## src/hdl/status_word_pkg.sv

```systemverilog
package status_word_pkg;

  // ----------------------------------------------------------------
  // Sizes
  // ----------------------------------------------------------------
  localparam int NUM_PE_WORDS = 24;
  localparam int NUM_GROUPS = 24;
  localparam int GROUP_POINTS = 16;
  localparam int SET_POINTS = 4;
  localparam int NUM_EXT_LEVELS = 24;
  localparam int NUM_DEVICES = 4;
  localparam int DEV_WORDS = 2;
  localparam int NUM_TIMERS = 3;
  localparam int NUM_INT_ERRORS = 4;

  // Bit 0 is the most significant accumulator position
  typedef logic [0:15] status_word_t;

  typedef struct packed {
    logic [4:0] area;
    logic [2:0] func;
    logic [7:0] modifier;
  } io_command_word_t;

  // ----------------------------------------------------------------
  // Register map (byte addresses)
  // ----------------------------------------------------------------
  localparam logic [7:0] ADDR_COMMAND = 8'h00;
  localparam logic [7:0] ADDR_CORE_ADDRESS = 8'h04;
  localparam logic [7:0] ADDR_ACCUMULATOR = 8'h08;
  localparam logic [7:0] ADDR_LEVEL_REQ = 8'h0C;
  localparam logic [15:0] RESET_CORE_ADDRESS = 16'h0000;
  localparam logic [15:0] RESET_ACCUMULATOR = 16'h0000;

  // ----------------------------------------------------------------
  // Command encoding
  // ----------------------------------------------------------------
  localparam logic [2:0] FUNC_READ = 3'h2;
  localparam logic [2:0] FUNC_SENSE_LEVEL = 3'h3;
  localparam logic [2:0] FUNC_SENSE_DEVICE = 3'h7;
  localparam int MOD_RESET_BIT = 0;
  localparam int MOD_WORD_BIT = 1;
  localparam logic [7:0] PE_FIRST_MOD = 8'h02;
  localparam logic [7:0] PE_LAST_MOD = 8'h19;

  // ----------------------------------------------------------------
  // Area codes
  // ----------------------------------------------------------------
  localparam logic [4:0] AREA_PROCESS_EVENT = 5'h0A;
  localparam logic [4:0] AREA_TIMER = 5'h01;
  localparam logic [4:0] AREA_TYPEWRITER = 5'h02;
  localparam logic [4:0] AREA_CONSOLE = 5'h03;
  localparam logic [4:0] AREA_AUX_DEVICE = 5'h04;
  localparam logic [4:0] DEV_AREA [NUM_DEVICES] = '{AREA_TIMER, AREA_TYPEWRITER, AREA_CONSOLE, AREA_AUX_DEVICE};

  // ----------------------------------------------------------------
  // Level status bit assignment
  // ----------------------------------------------------------------
  // Process-event word i sits on level i, bit 0; devices take bit 1
  localparam logic [3:0] PE_LEVEL_BIT = 4'h0;
  localparam logic [4:0] DEV_LEVEL [NUM_DEVICES] = '{5'h00, 5'h01, 5'h02, 5'h03};
  localparam logic [3:0] DEV_LEVEL_BIT [NUM_DEVICES] = '{4'h1, 4'h1, 4'h1, 4'h1};

  // Device word bits 0-7 are resettable interrupt indicators
  localparam status_word_t DEV_RESETTABLE = 16'hFF00;
  localparam status_word_t DEV_INTERRUPT = 16'hFF00;

endpackage : status_word_pkg

```

## src/hdl/status_word_interrupt_aggregator.sv

```systemverilog
// Operation
// - Sense-device command copies the addressed device status word into the accumulator.
// - Area and modifier fields pick the device and which of its words.
// - Modifier bit 15 set on sense-device clears resettable indicators of that word.
// - Non-resettable indicators follow only the device's own condition.
// - Process-event latch sets on contact closure or voltage shift, holds until read.
// - Read command stores the word to core; sense-device puts it in accumulator.
// - Any read or sense of a process-event word clears all its latches.
// - Each adapter serves three sixteen-input groups, split into four-input sets.
// - Input position n drives bit n of its process-event word.
// - Process-event words 1 to 24 answer modifier addresses 2 to 25.
// - Each level except trace and maintenance has a 16-bit level status word.
// - Level status bit is OR of its word's latches or device indicators.
// - Any set level status bit raises that level's service request.
// - Sense-level returns the highest-priority requesting level's status word.
// - Reading a level status word leaves indicators unchanged, internal level excepted.
// - Internal-error level status word clears when sensed.
// - Each status word feeds exactly one level status bit.
// - One level status bit combines requesters of a single area code.
// - One adapter's three words stay within levels 0-11 or 12-23.
// - Level status bits fill from bit 0 upward.
// - Timer, first typewriter and console requests always have level bits.
`timescale 1ns/1ps
`default_nettype none
module status_word_interrupt_aggregator
  import status_word_pkg::*;
(
  // Clock and reset
  input wire logic clk_in,
  input wire logic nrst_in,
  // Register port
  input wire logic [7:0] reg_addr_in,
  input wire logic [31:0] reg_wdata_in,
  input wire logic reg_wr_in,
  input wire logic reg_rd_in,
  output logic [31:0] reg_rdata_out,
  // Process contact inputs, group g point n at index g*16+n
  input wire logic [NUM_GROUPS*GROUP_POINTS-1:0] process_point_in,
  // Device adapters
  input wire logic [NUM_DEVICES-1:0][DEV_WORDS-1:0][15:0] dev_set_in,
  input wire logic [NUM_DEVICES-1:0][DEV_WORDS-1:0][15:0] dev_cond_in,
  input wire logic [NUM_TIMERS-1:0] timer_request_in,
  input wire logic console_request_in,
  input wire logic [NUM_INT_ERRORS-1:0] internal_error_in,
  // Core storage write for read commands
  output logic core_wr_out,
  output logic [15:0] core_addr_out,
  output logic [15:0] core_data_out,
  // Service requests, bit 0 internal level, bit k+1 external level k
  output logic [NUM_EXT_LEVELS:0] level_req_out
);

  // ----------------------------------------------------------------
  // Helpers
  // ----------------------------------------------------------------
  // Every set of a group goes to the group's own word; any set mapping
  // keeps the bit position, so only the word index could change here
  function automatic int pe_word_of(input int group, input int set);
    pe_word_of = group;
  endfunction : pe_word_of

  function automatic logic pe_selected(input logic [7:0] modifier);
    pe_selected = (modifier >= PE_FIRST_MOD) && (modifier <= PE_LAST_MOD);
  endfunction : pe_selected

  // ----------------------------------------------------------------
  // Reset release
  // ----------------------------------------------------------------
  logic rst_meta;
  logic rst_sync;

  always_ff @(posedge clk_in or negedge nrst_in) begin
    if (!nrst_in) begin
      rst_meta <= 1'b0;
      rst_sync <= 1'b0;
    end else begin
      rst_meta <= 1'b1;
      rst_sync <= rst_meta;
    end
  end

  // ----------------------------------------------------------------
  // Process contact synchronisers and edge detect
  // ----------------------------------------------------------------
  localparam int NPTS = NUM_GROUPS * GROUP_POINTS;
  logic [NPTS-1:0] pt_meta;
  logic [NPTS-1:0] pt_sync;
  logic [NPTS-1:0] pt_prev;
  logic [NPTS-1:0] pt_event;

  always_ff @(posedge clk_in or negedge rst_sync) begin
    if (!rst_sync) begin
      pt_meta <= '0;
      pt_sync <= '0;
      pt_prev <= '0;
    end else begin
      pt_meta <= process_point_in;
      pt_sync <= pt_meta;
      pt_prev <= pt_sync;
    end
  end

  // Closure or voltage shift shows as a rising level
  assign pt_event = pt_sync & ~pt_prev;

  // ----------------------------------------------------------------
  // Command decode
  // ----------------------------------------------------------------
  io_command_word_t cmd;
  logic cmd_strobe;
  logic is_pe_area;
  logic [4:0] pe_index;
  logic sense_dev;
  logic read_cmd;
  logic sense_lvl;
  logic [15:0] core_address;

  assign cmd = io_command_word_t'(reg_wdata_in[15:0]);
  assign cmd_strobe = reg_wr_in && (reg_addr_in == ADDR_COMMAND);
  assign sense_dev = cmd_strobe && (cmd.func == FUNC_SENSE_DEVICE);
  assign read_cmd = cmd_strobe && (cmd.func == FUNC_READ);
  assign sense_lvl = cmd_strobe && (cmd.func == FUNC_SENSE_LEVEL);
  assign is_pe_area = (cmd.area == AREA_PROCESS_EVENT) && pe_selected(cmd.modifier);
  assign pe_index = 5'(cmd.modifier - PE_FIRST_MOD);

  // ----------------------------------------------------------------
  // Process-event latches
  // ----------------------------------------------------------------
  status_word_t pe_word [NUM_PE_WORDS];
  status_word_t pe_set [NUM_PE_WORDS];
  logic [NUM_PE_WORDS-1:0] pe_clear;

  always_comb begin
    for (int w = 0; w < NUM_PE_WORDS; w++) begin
      pe_set[w] = '0;
    end
    for (int g = 0; g < NUM_GROUPS; g++) begin
      for (int n = 0; n < GROUP_POINTS; n++) begin
        pe_set[pe_word_of(g, n / SET_POINTS)][n] |= pt_event[g*GROUP_POINTS+n];
      end
    end
  end

  always_comb begin
    pe_clear = '0;
    if ((sense_dev || read_cmd) && is_pe_area) begin
      pe_clear[pe_index] = 1'b1;
    end
  end

  always_ff @(posedge clk_in or negedge rst_sync) begin
    if (!rst_sync) begin
      for (int w = 0; w < NUM_PE_WORDS; w++) begin
        pe_word[w] <= '0;
      end
    end else begin
      // A closure landing in the clearing cycle is kept
      for (int w = 0; w < NUM_PE_WORDS; w++) begin
        pe_word[w] <= (pe_clear[w] ? '0 : pe_word[w]) | pe_set[w];
      end
    end
  end

  // ----------------------------------------------------------------
  // Device status words
  // ----------------------------------------------------------------
  status_word_t dev_latch [NUM_DEVICES][DEV_WORDS];
  status_word_t dev_word [NUM_DEVICES][DEV_WORDS];
  status_word_t dev_set [NUM_DEVICES][DEV_WORDS];
  logic [NUM_DEVICES-1:0] dev_hit;
  logic dev_word_sel;

  assign dev_word_sel = cmd.modifier[MOD_WORD_BIT];

  always_comb begin
    for (int d = 0; d < NUM_DEVICES; d++) begin
      dev_hit[d] = (cmd.area == DEV_AREA[d]);
      for (int w = 0; w < DEV_WORDS; w++) begin
        dev_set[d][w] = dev_set_in[d][w] & DEV_RESETTABLE;
      end
    end
    // Interval timers and console key land in their device's word 0
    for (int t = 0; t < NUM_TIMERS; t++) begin
      dev_set[0][0][t] |= timer_request_in[t];
    end
    dev_set[2][0][0] |= console_request_in;
  end

  always_ff @(posedge clk_in or negedge rst_sync) begin
    if (!rst_sync) begin
      for (int d = 0; d < NUM_DEVICES; d++) begin
        for (int w = 0; w < DEV_WORDS; w++) begin
          dev_latch[d][w] <= '0;
        end
      end
    end else begin
      for (int d = 0; d < NUM_DEVICES; d++) begin
        for (int w = 0; w < DEV_WORDS; w++) begin
          if (sense_dev && dev_hit[d] && cmd.modifier[MOD_RESET_BIT] && (int'(dev_word_sel) == w)) begin
            dev_latch[d][w] <= dev_set[d][w];
          end else begin
            dev_latch[d][w] <= dev_latch[d][w] | dev_set[d][w];
          end
        end
      end
    end
  end

  // Condition bits follow the device directly and ignore any reset command
  always_comb begin
    for (int d = 0; d < NUM_DEVICES; d++) begin
      for (int w = 0; w < DEV_WORDS; w++) begin
        dev_word[d][w] = dev_latch[d][w] | (dev_cond_in[d][w] & ~DEV_RESETTABLE);
      end
    end
  end

  // ----------------------------------------------------------------
  // Level status words
  // ----------------------------------------------------------------
  status_word_t level_word [NUM_EXT_LEVELS];
  status_word_t internal_word;

  // Fixed assignment: one bit per requester, one area per bit, filled from bit 0;
  // words 0-2 of each adapter land on levels within the same half
  always_comb begin
    for (int l = 0; l < NUM_EXT_LEVELS; l++) begin
      level_word[l] = '0;
    end
    for (int w = 0; w < NUM_PE_WORDS; w++) begin
      level_word[w][PE_LEVEL_BIT] = |pe_word[w];
    end
    for (int d = 0; d < NUM_DEVICES; d++) begin
      level_word[DEV_LEVEL[d]][DEV_LEVEL_BIT[d]] =
        |(dev_word[d][0] & DEV_INTERRUPT) | |(dev_word[d][1] & DEV_INTERRUPT);
    end
  end

  // Internal-error word clears when sensed, an error in that cycle is kept
  logic internal_sensed;

  always_ff @(posedge clk_in or negedge rst_sync) begin
    if (!rst_sync) begin
      internal_word <= '0;
    end else begin
      internal_word[0:NUM_INT_ERRORS-1] <=
        (internal_sensed ? '0 : internal_word[0:NUM_INT_ERRORS-1]) | internal_error_in;
      internal_word[NUM_INT_ERRORS:15] <= '0;
    end
  end

  // Highest priority requester: internal first, then level 0 upward
  status_word_t top_word;
  logic top_is_internal;

  always_comb begin
    top_word = '0;
    top_is_internal = 1'b0;
    if (|internal_word) begin
      top_word = internal_word;
      top_is_internal = 1'b1;
    end else begin
      for (int l = NUM_EXT_LEVELS - 1; l >= 0; l--) begin
        if (|level_word[l]) begin
          top_word = level_word[l];
        end
      end
    end
  end

  // Only the internal word is cleared by a level sense
  assign internal_sensed = sense_lvl && top_is_internal;

  always_ff @(posedge clk_in or negedge rst_sync) begin
    if (!rst_sync) begin
      level_req_out <= '0;
    end else begin
      level_req_out[0] <= |internal_word;
      for (int l = 0; l < NUM_EXT_LEVELS; l++) begin
        level_req_out[l+1] <= |level_word[l];
      end
    end
  end

  // ----------------------------------------------------------------
  // Selected word for sense-device into the accumulator
  // ----------------------------------------------------------------
  status_word_t sensed_word;

  always_comb begin
    sensed_word = '0;
    if (is_pe_area) begin
      sensed_word = pe_word[pe_index];
    end
    for (int d = 0; d < NUM_DEVICES; d++) begin
      if (dev_hit[d]) begin
        sensed_word = dev_word[d][dev_word_sel];
      end
    end
  end

  // ----------------------------------------------------------------
  // Accumulator and core write
  // ----------------------------------------------------------------
  status_word_t accumulator;
  logic [15:0] last_command;

  always_ff @(posedge clk_in or negedge rst_sync) begin
    if (!rst_sync) begin
      accumulator <= RESET_ACCUMULATOR;
    end else if (sense_dev) begin
      accumulator <= sensed_word;
    end else if (sense_lvl) begin
      accumulator <= top_word;
    end
  end

  // Read command only reaches process-event words; other areas write nothing
  always_ff @(posedge clk_in or negedge rst_sync) begin
    if (!rst_sync) begin
      core_wr_out <= 1'b0;
      core_addr_out <= '0;
      core_data_out <= '0;
    end else begin
      core_wr_out <= read_cmd && is_pe_area;
      if (read_cmd && is_pe_area) begin
        core_addr_out <= core_address;
        core_data_out <= pe_word[pe_index];
      end
    end
  end

  // ----------------------------------------------------------------
  // Register port
  // ----------------------------------------------------------------
  always_ff @(posedge clk_in or negedge rst_sync) begin
    if (!rst_sync) begin
      core_address <= RESET_CORE_ADDRESS;
      last_command <= '0;
    end else if (reg_wr_in) begin
      if (reg_addr_in == ADDR_CORE_ADDRESS) begin
        core_address <= reg_wdata_in[15:0];
      end
      if (reg_addr_in == ADDR_COMMAND) begin
        last_command <= reg_wdata_in[15:0];
      end
    end
  end

  always_ff @(posedge clk_in or negedge rst_sync) begin
    if (!rst_sync) begin
      reg_rdata_out <= '0;
    end else if (reg_rd_in) begin
      case (reg_addr_in)
        ADDR_COMMAND: reg_rdata_out <= {16'h0000, last_command};
        ADDR_CORE_ADDRESS: reg_rdata_out <= {16'h0000, core_address};
        ADDR_ACCUMULATOR: reg_rdata_out <= {16'h0000, accumulator};
        ADDR_LEVEL_REQ: reg_rdata_out <= {7'h00, level_req_out};
        default: reg_rdata_out <= '0;
      endcase
    end else begin
      reg_rdata_out <= '0;
    end
  end

endmodule : status_word_interrupt_aggregator
`default_nettype wire

```

## config.mk

```make
export PLATFORM = sky130hd
export DESIGN_NAME = status_word_interrupt_aggregator
export DESIGN_NICKNAME = d
export VERILOG_FILES = /design/src/hdl/status_word_pkg.sv /design/src/hdl/status_word_interrupt_aggregator.sv
export SDC_FILE = /design/constraint.sdc
export NUM_CORES = 2
export LEC_CHECK = 0
export ABC_AREA = 1
export BUFFER_PORTS_ARGS = -buffer_cell sky130_fd_sc_hd__buf_2
export CORE_UTILIZATION = 45
export DETAILED_ROUTE_END_ITERATION = 16
export GPL_ROUTABILITY_DRIVEN = 0
export HOLD_SLACK_MARGIN = 0.1
export PLACE_DENSITY_LB_ADDON = 0.3
export SLEW_MARGIN = 25
export SYNTH_ARGS = -nofsm -noshare
export SYNTH_HDL_FRONTEND = slang
export SYNTH_SLANG_ARGS = --single-unit
export TNS_END_PERCENT = 30
```

## constraint.sdc

```tcl
create_clock -name clk_in -period 53.9 [get_ports clk_in]
set_input_delay 5.39 -clock clk_in [delete_from_list [all_inputs] [get_ports clk_in]]
set_output_delay 5.39 -clock clk_in [all_outputs]
set_load 0.005 [all_outputs]
```

==> summary.txt <==
Outcome
  • Outcome: completed

Timing
  • Setup TNS: 0 ns
  • Final setup margin: 44.42 ns
  • Final setup fails: 0
  • Final number of max-transition violations: 0
  • Fmax: 105 MHz
  • Crit path time final: around 9.5 ns
  • Worst slew margin: 0.279
  • Worst Max-Slew Pin Slew: 1.08 ns
  • Setup Skew: ~0.042 ns
  • Unrepaired setup endpoints after global routing: no
  • Fin. Hold Viols: 0
  • Tcrit/Tclk final: 0.176

GRT
  • Grt ovf: 0
  • Busiest grt layer: met2
  • Initial antenna violation count: 32
  • Vias in the first global route: 37.0k
  • GR Layer Usage met1: 0.342
  • GRT met2 Usage: 0.404
  • First-pass GRT wire length: 236000 um
  • Met3 Track Usage GR: 0.0542
  • GRT Total Usage: 0.256
  • Largest net degree at the start of global routing: about 200

Clock tree
  • TritonCTS clock tree: done
  • Cts bufs inserted: 170
  • # clock sinks: about 1.7k
  • H-tree levels: 4
  • Root buffer cell: clkbuf_16
  • Post-cts sizing count: 0
  • CTS Buffer Depth: 3
  • Post-CTS setup buffers: 0
  • CTS hold repair buffers: 0
  • Clk pin slew, worst setup/hold paths: around 0.070 ns
  • Worst skew pair latency: 0.81 ns

Critical path
  • Kind of critical path: in -> reg
  • Crit start category: primary input
  • Critical path fanouts, max: 32
  • R2r setup slk: 50.23 ns
  • Worst Setup SP: reg_addr_in[5]
  • CP Capture Point: pe_word[362]$_DFF_PN0_
  • Worst setup EP type: flop
  • Worst R2R Start: rst_sync$_DFF_PN0_
  • Crit path DAT: slightly above 10 ns
  • Data required, critical path: 54.53 ns
  • Worst reg2reg path endpoint: dev_latch[30]$_DFF_PN0_
  • Worst-case reg-to-reg path depth: 3

Synth
  • Synth top area share: 0.768
  • Yosys reg bits: 1737
  • Mean Syn Cell Area: 12.7 sq um
  • Synth warnings: 0
  • Cell taking the most area after synthesis: dfrtp_1
  • Mapped Area: 56600 sq um
  • Number of flops mapped to enable cells by yosys: 0
  • Syn Inst Count: 4451
  • Ranking of synthesized cells by area: dfrtp_1 (77%), inv_1 (5.1%), o22ai_1 (3.9%)
  • Async SR Flop Fraction: 1.00
  • Distinct cells, synth: 45
  • Sequential fraction of the synthesis area: 0.768
  • Prevailing post-synth register cell: dfrtp_1

Placed design
  • Buffers on Ports: between 600 and 700
  • Pre-CTS WS: 43.78 ns
  • Post-DP Area: 61700 sq um
  • DP HPWL: 116000 um

Cells and area
  • Nets@finish: 5857
  • Final Instance Area: a little under 70000 sq um
  • Seq. cell area: 43500 sq um
  • Share of layout cells above drive strength 1: 0.191
  • Footprint of the multi-input gates: 9720 sq um
  • Area delta synth->final: 19.7%
  • Fillers: approximately 10k

Routing
  • Routed WL: 161000 um
  • Routed WL per cell: 23.2 um
  • Initial DRC count: 3429
  • Residual DRC: 0
  • Vias: 36.2k
  • First-pass detailed-route iteration total: 6
  • Routed vias/inst: roughly 5.2
  • Antenna Nets Post-Route: 0

Worst hold path
  • Hold crit path type: reg -> reg
  • Min-delay src: pt_meta[379]$_DFF_PN0_

Die
  • Placeable Area: 124000 sq um
  • Initial Util: 0.455
  • FP Rows: 129
  • I/O Pins: 782
  • Die Y: 357 um
  • Die area: 127000 sq um
  • Die width: approximately 360 um

Power and ir drop
  • Max VDD drop: 0.0000322 V
  • Overall Power: 0.00271 W
  • Pwr Density: 40.1 nW/um^2
  • Leak: 32.9 nW

Job
  • MaxCap Viol Count: 0
-- worst max-delay path: stages --
cell and delay (ns):
buf_2 0.11, nor4_4 0.51, nand4_1 0.26, inv_2 0.35
nand2_2 0.44, nor2_4 0.24, inv_2 0.07, nor2_4 0.18
nand2_2 0.11, o21ai_4 0.42, nand4_2 0.84, nor2_2 0.92
o22ai_1 0.21
-- synthesized netlist by cell type (11+ instances only) --
library cell / number
a21oi_1: 29
a221oi_1: 94
a31oi_1: 14
buf_2: 19
clkbuf_1: 105
dfrtp_1: 1737
inv_1: 770
nand2_1: 316
nand3_1: 72
nand4_1: 39
nor2_1: 318
nor4_1: 28
o211ai_1: 18
o21ai_0: 305
o21ai_1: 44
o21bai_1: 62
o22ai_1: 356
or2_2: 11
-- layout by cell type (no fill, tap or decap), types with 8 or more instances in the layout --
| master | n |
|---|---|
| conb_1 | 8 |
| buf_4 | 29 |
| a211oi_1 | 10 |
| clkinv_2 | 28 |
| nor2_2 | 11 |
| inv_2 | 9 |
| bufinv_16 | 17 |
| o21ai_0 | 305 |
| o22a_1 | 10 |
| a31oi_1 | 14 |
| clkbuf_8 | 37 |
| dfrtp_1 | 1736 |
| clkbuf_16 | 171 |
| nand2_1 | 312 |
| a21oi_1 | 29 |
| a221oi_1 | 94 |
| nor2_1 | 316 |
| clkbuf_1 | 31 |
| buf_2 | 630 |
| nor4_1 | 21 |
| o22ai_1 | 356 |
| clkinvlp_4 | 8 |
| o211ai_1 | 18 |
| or2_2 | 11 |
| inv_1 | 766 |
| o21bai_1 | 62 |
| o21ai_1 | 44 |
| diode_2 | 12 |
| nand4_1 | 39 |
| buf_6 | 10 |
| nand3_1 | 71 |
-- flip-flops by register name (all words and copies together), names as in the netlist, 25 cells and up --
name and flops:
pe_word 384, pt_meta 384, pt_prev 384, pt_sync 384, dev_latch 64, level_req_out 25
reg_rdata_out 25
-- logic make-up after synthesis --
family | share of synthesized area
mux | 0.00106
compound gates | 0.106
xor+xnor | 0.000155
buf+inv | 0.0620
flops | 0.768
other cells | 0.000133
fa+ha+maj | 0.000221
simple gates | 0.0618
-- final cells by class --
cell class | instances | share of cell area
antenna | 12 | 0.000443
clock buffer | 239 | 0.0724
clock inverter | 72 | 0.0155
inverter | 780 | 0.0432
multi-input combinational | 1801 | 0.143
sequential | 1737 | 0.642
tap | 1637 | 0.0302
timing repair buffer | 674 | 0.0531
-- stage by stage --
| stage | util | std cells | hold slack [ns] |
|---|---|---|---|
| floorplan | - | 4457 | 0.331 |
| finish | 0.545 | 6952 | 0.330 |
| global placement | 0.496 | 6627 | 0.334 |
| global route | 0.545 | 6943 | 0.335 |
| detailed placement | 0.496 | 6627 | 0.335 |
| CTS | 0.544 | 6938 | 0.335 |
-- metal layers --
layer	up-vias	share of wire
met5	-	0.0010
met4	26	0.047
met3	339	0.070
met2	1477	0.47
met1	18300	0.41
li1	16000	-
-- power breakdown --
| part | internal, W | switching, W | leakage [nW] | total [W] |
|---|---|---|---|---|
| Combinational | 0.0000301 | 0.0000768 | 10.9 | 0.000107 |
| Sequential | 0.00135 | 0.0000235 | 19.1 | 0.00137 |
| Clock | 0.000724 | 0.000510 | 2.91 | 0.00123 |
| Total | 0.00210 | 0.000610 | 32.9 | 0.00271 |
-- worst min-delay path by stage --
stage / depth (start not counted) / endpoint / slack, ns
finish: 0 / pt_sync[379]$_DFF_PN0_ / 0.33
global route: 0 / pt_sync[363]$_DFF_PN0_ / 0.34
CTS: 0 / pt_sync[379]$_DFF_PN0_ / 0.34
detailed placement: 0 / pt_sync[137]$_DFF_PN0_ / 0.33
global placement: 0 / rst_sync$_DFF_PN0_ / 0.33
floorplan: 0 / pt_sync[0]$_DFF_PN0_ / 0.33
Power figures use the tool's default switching activity.
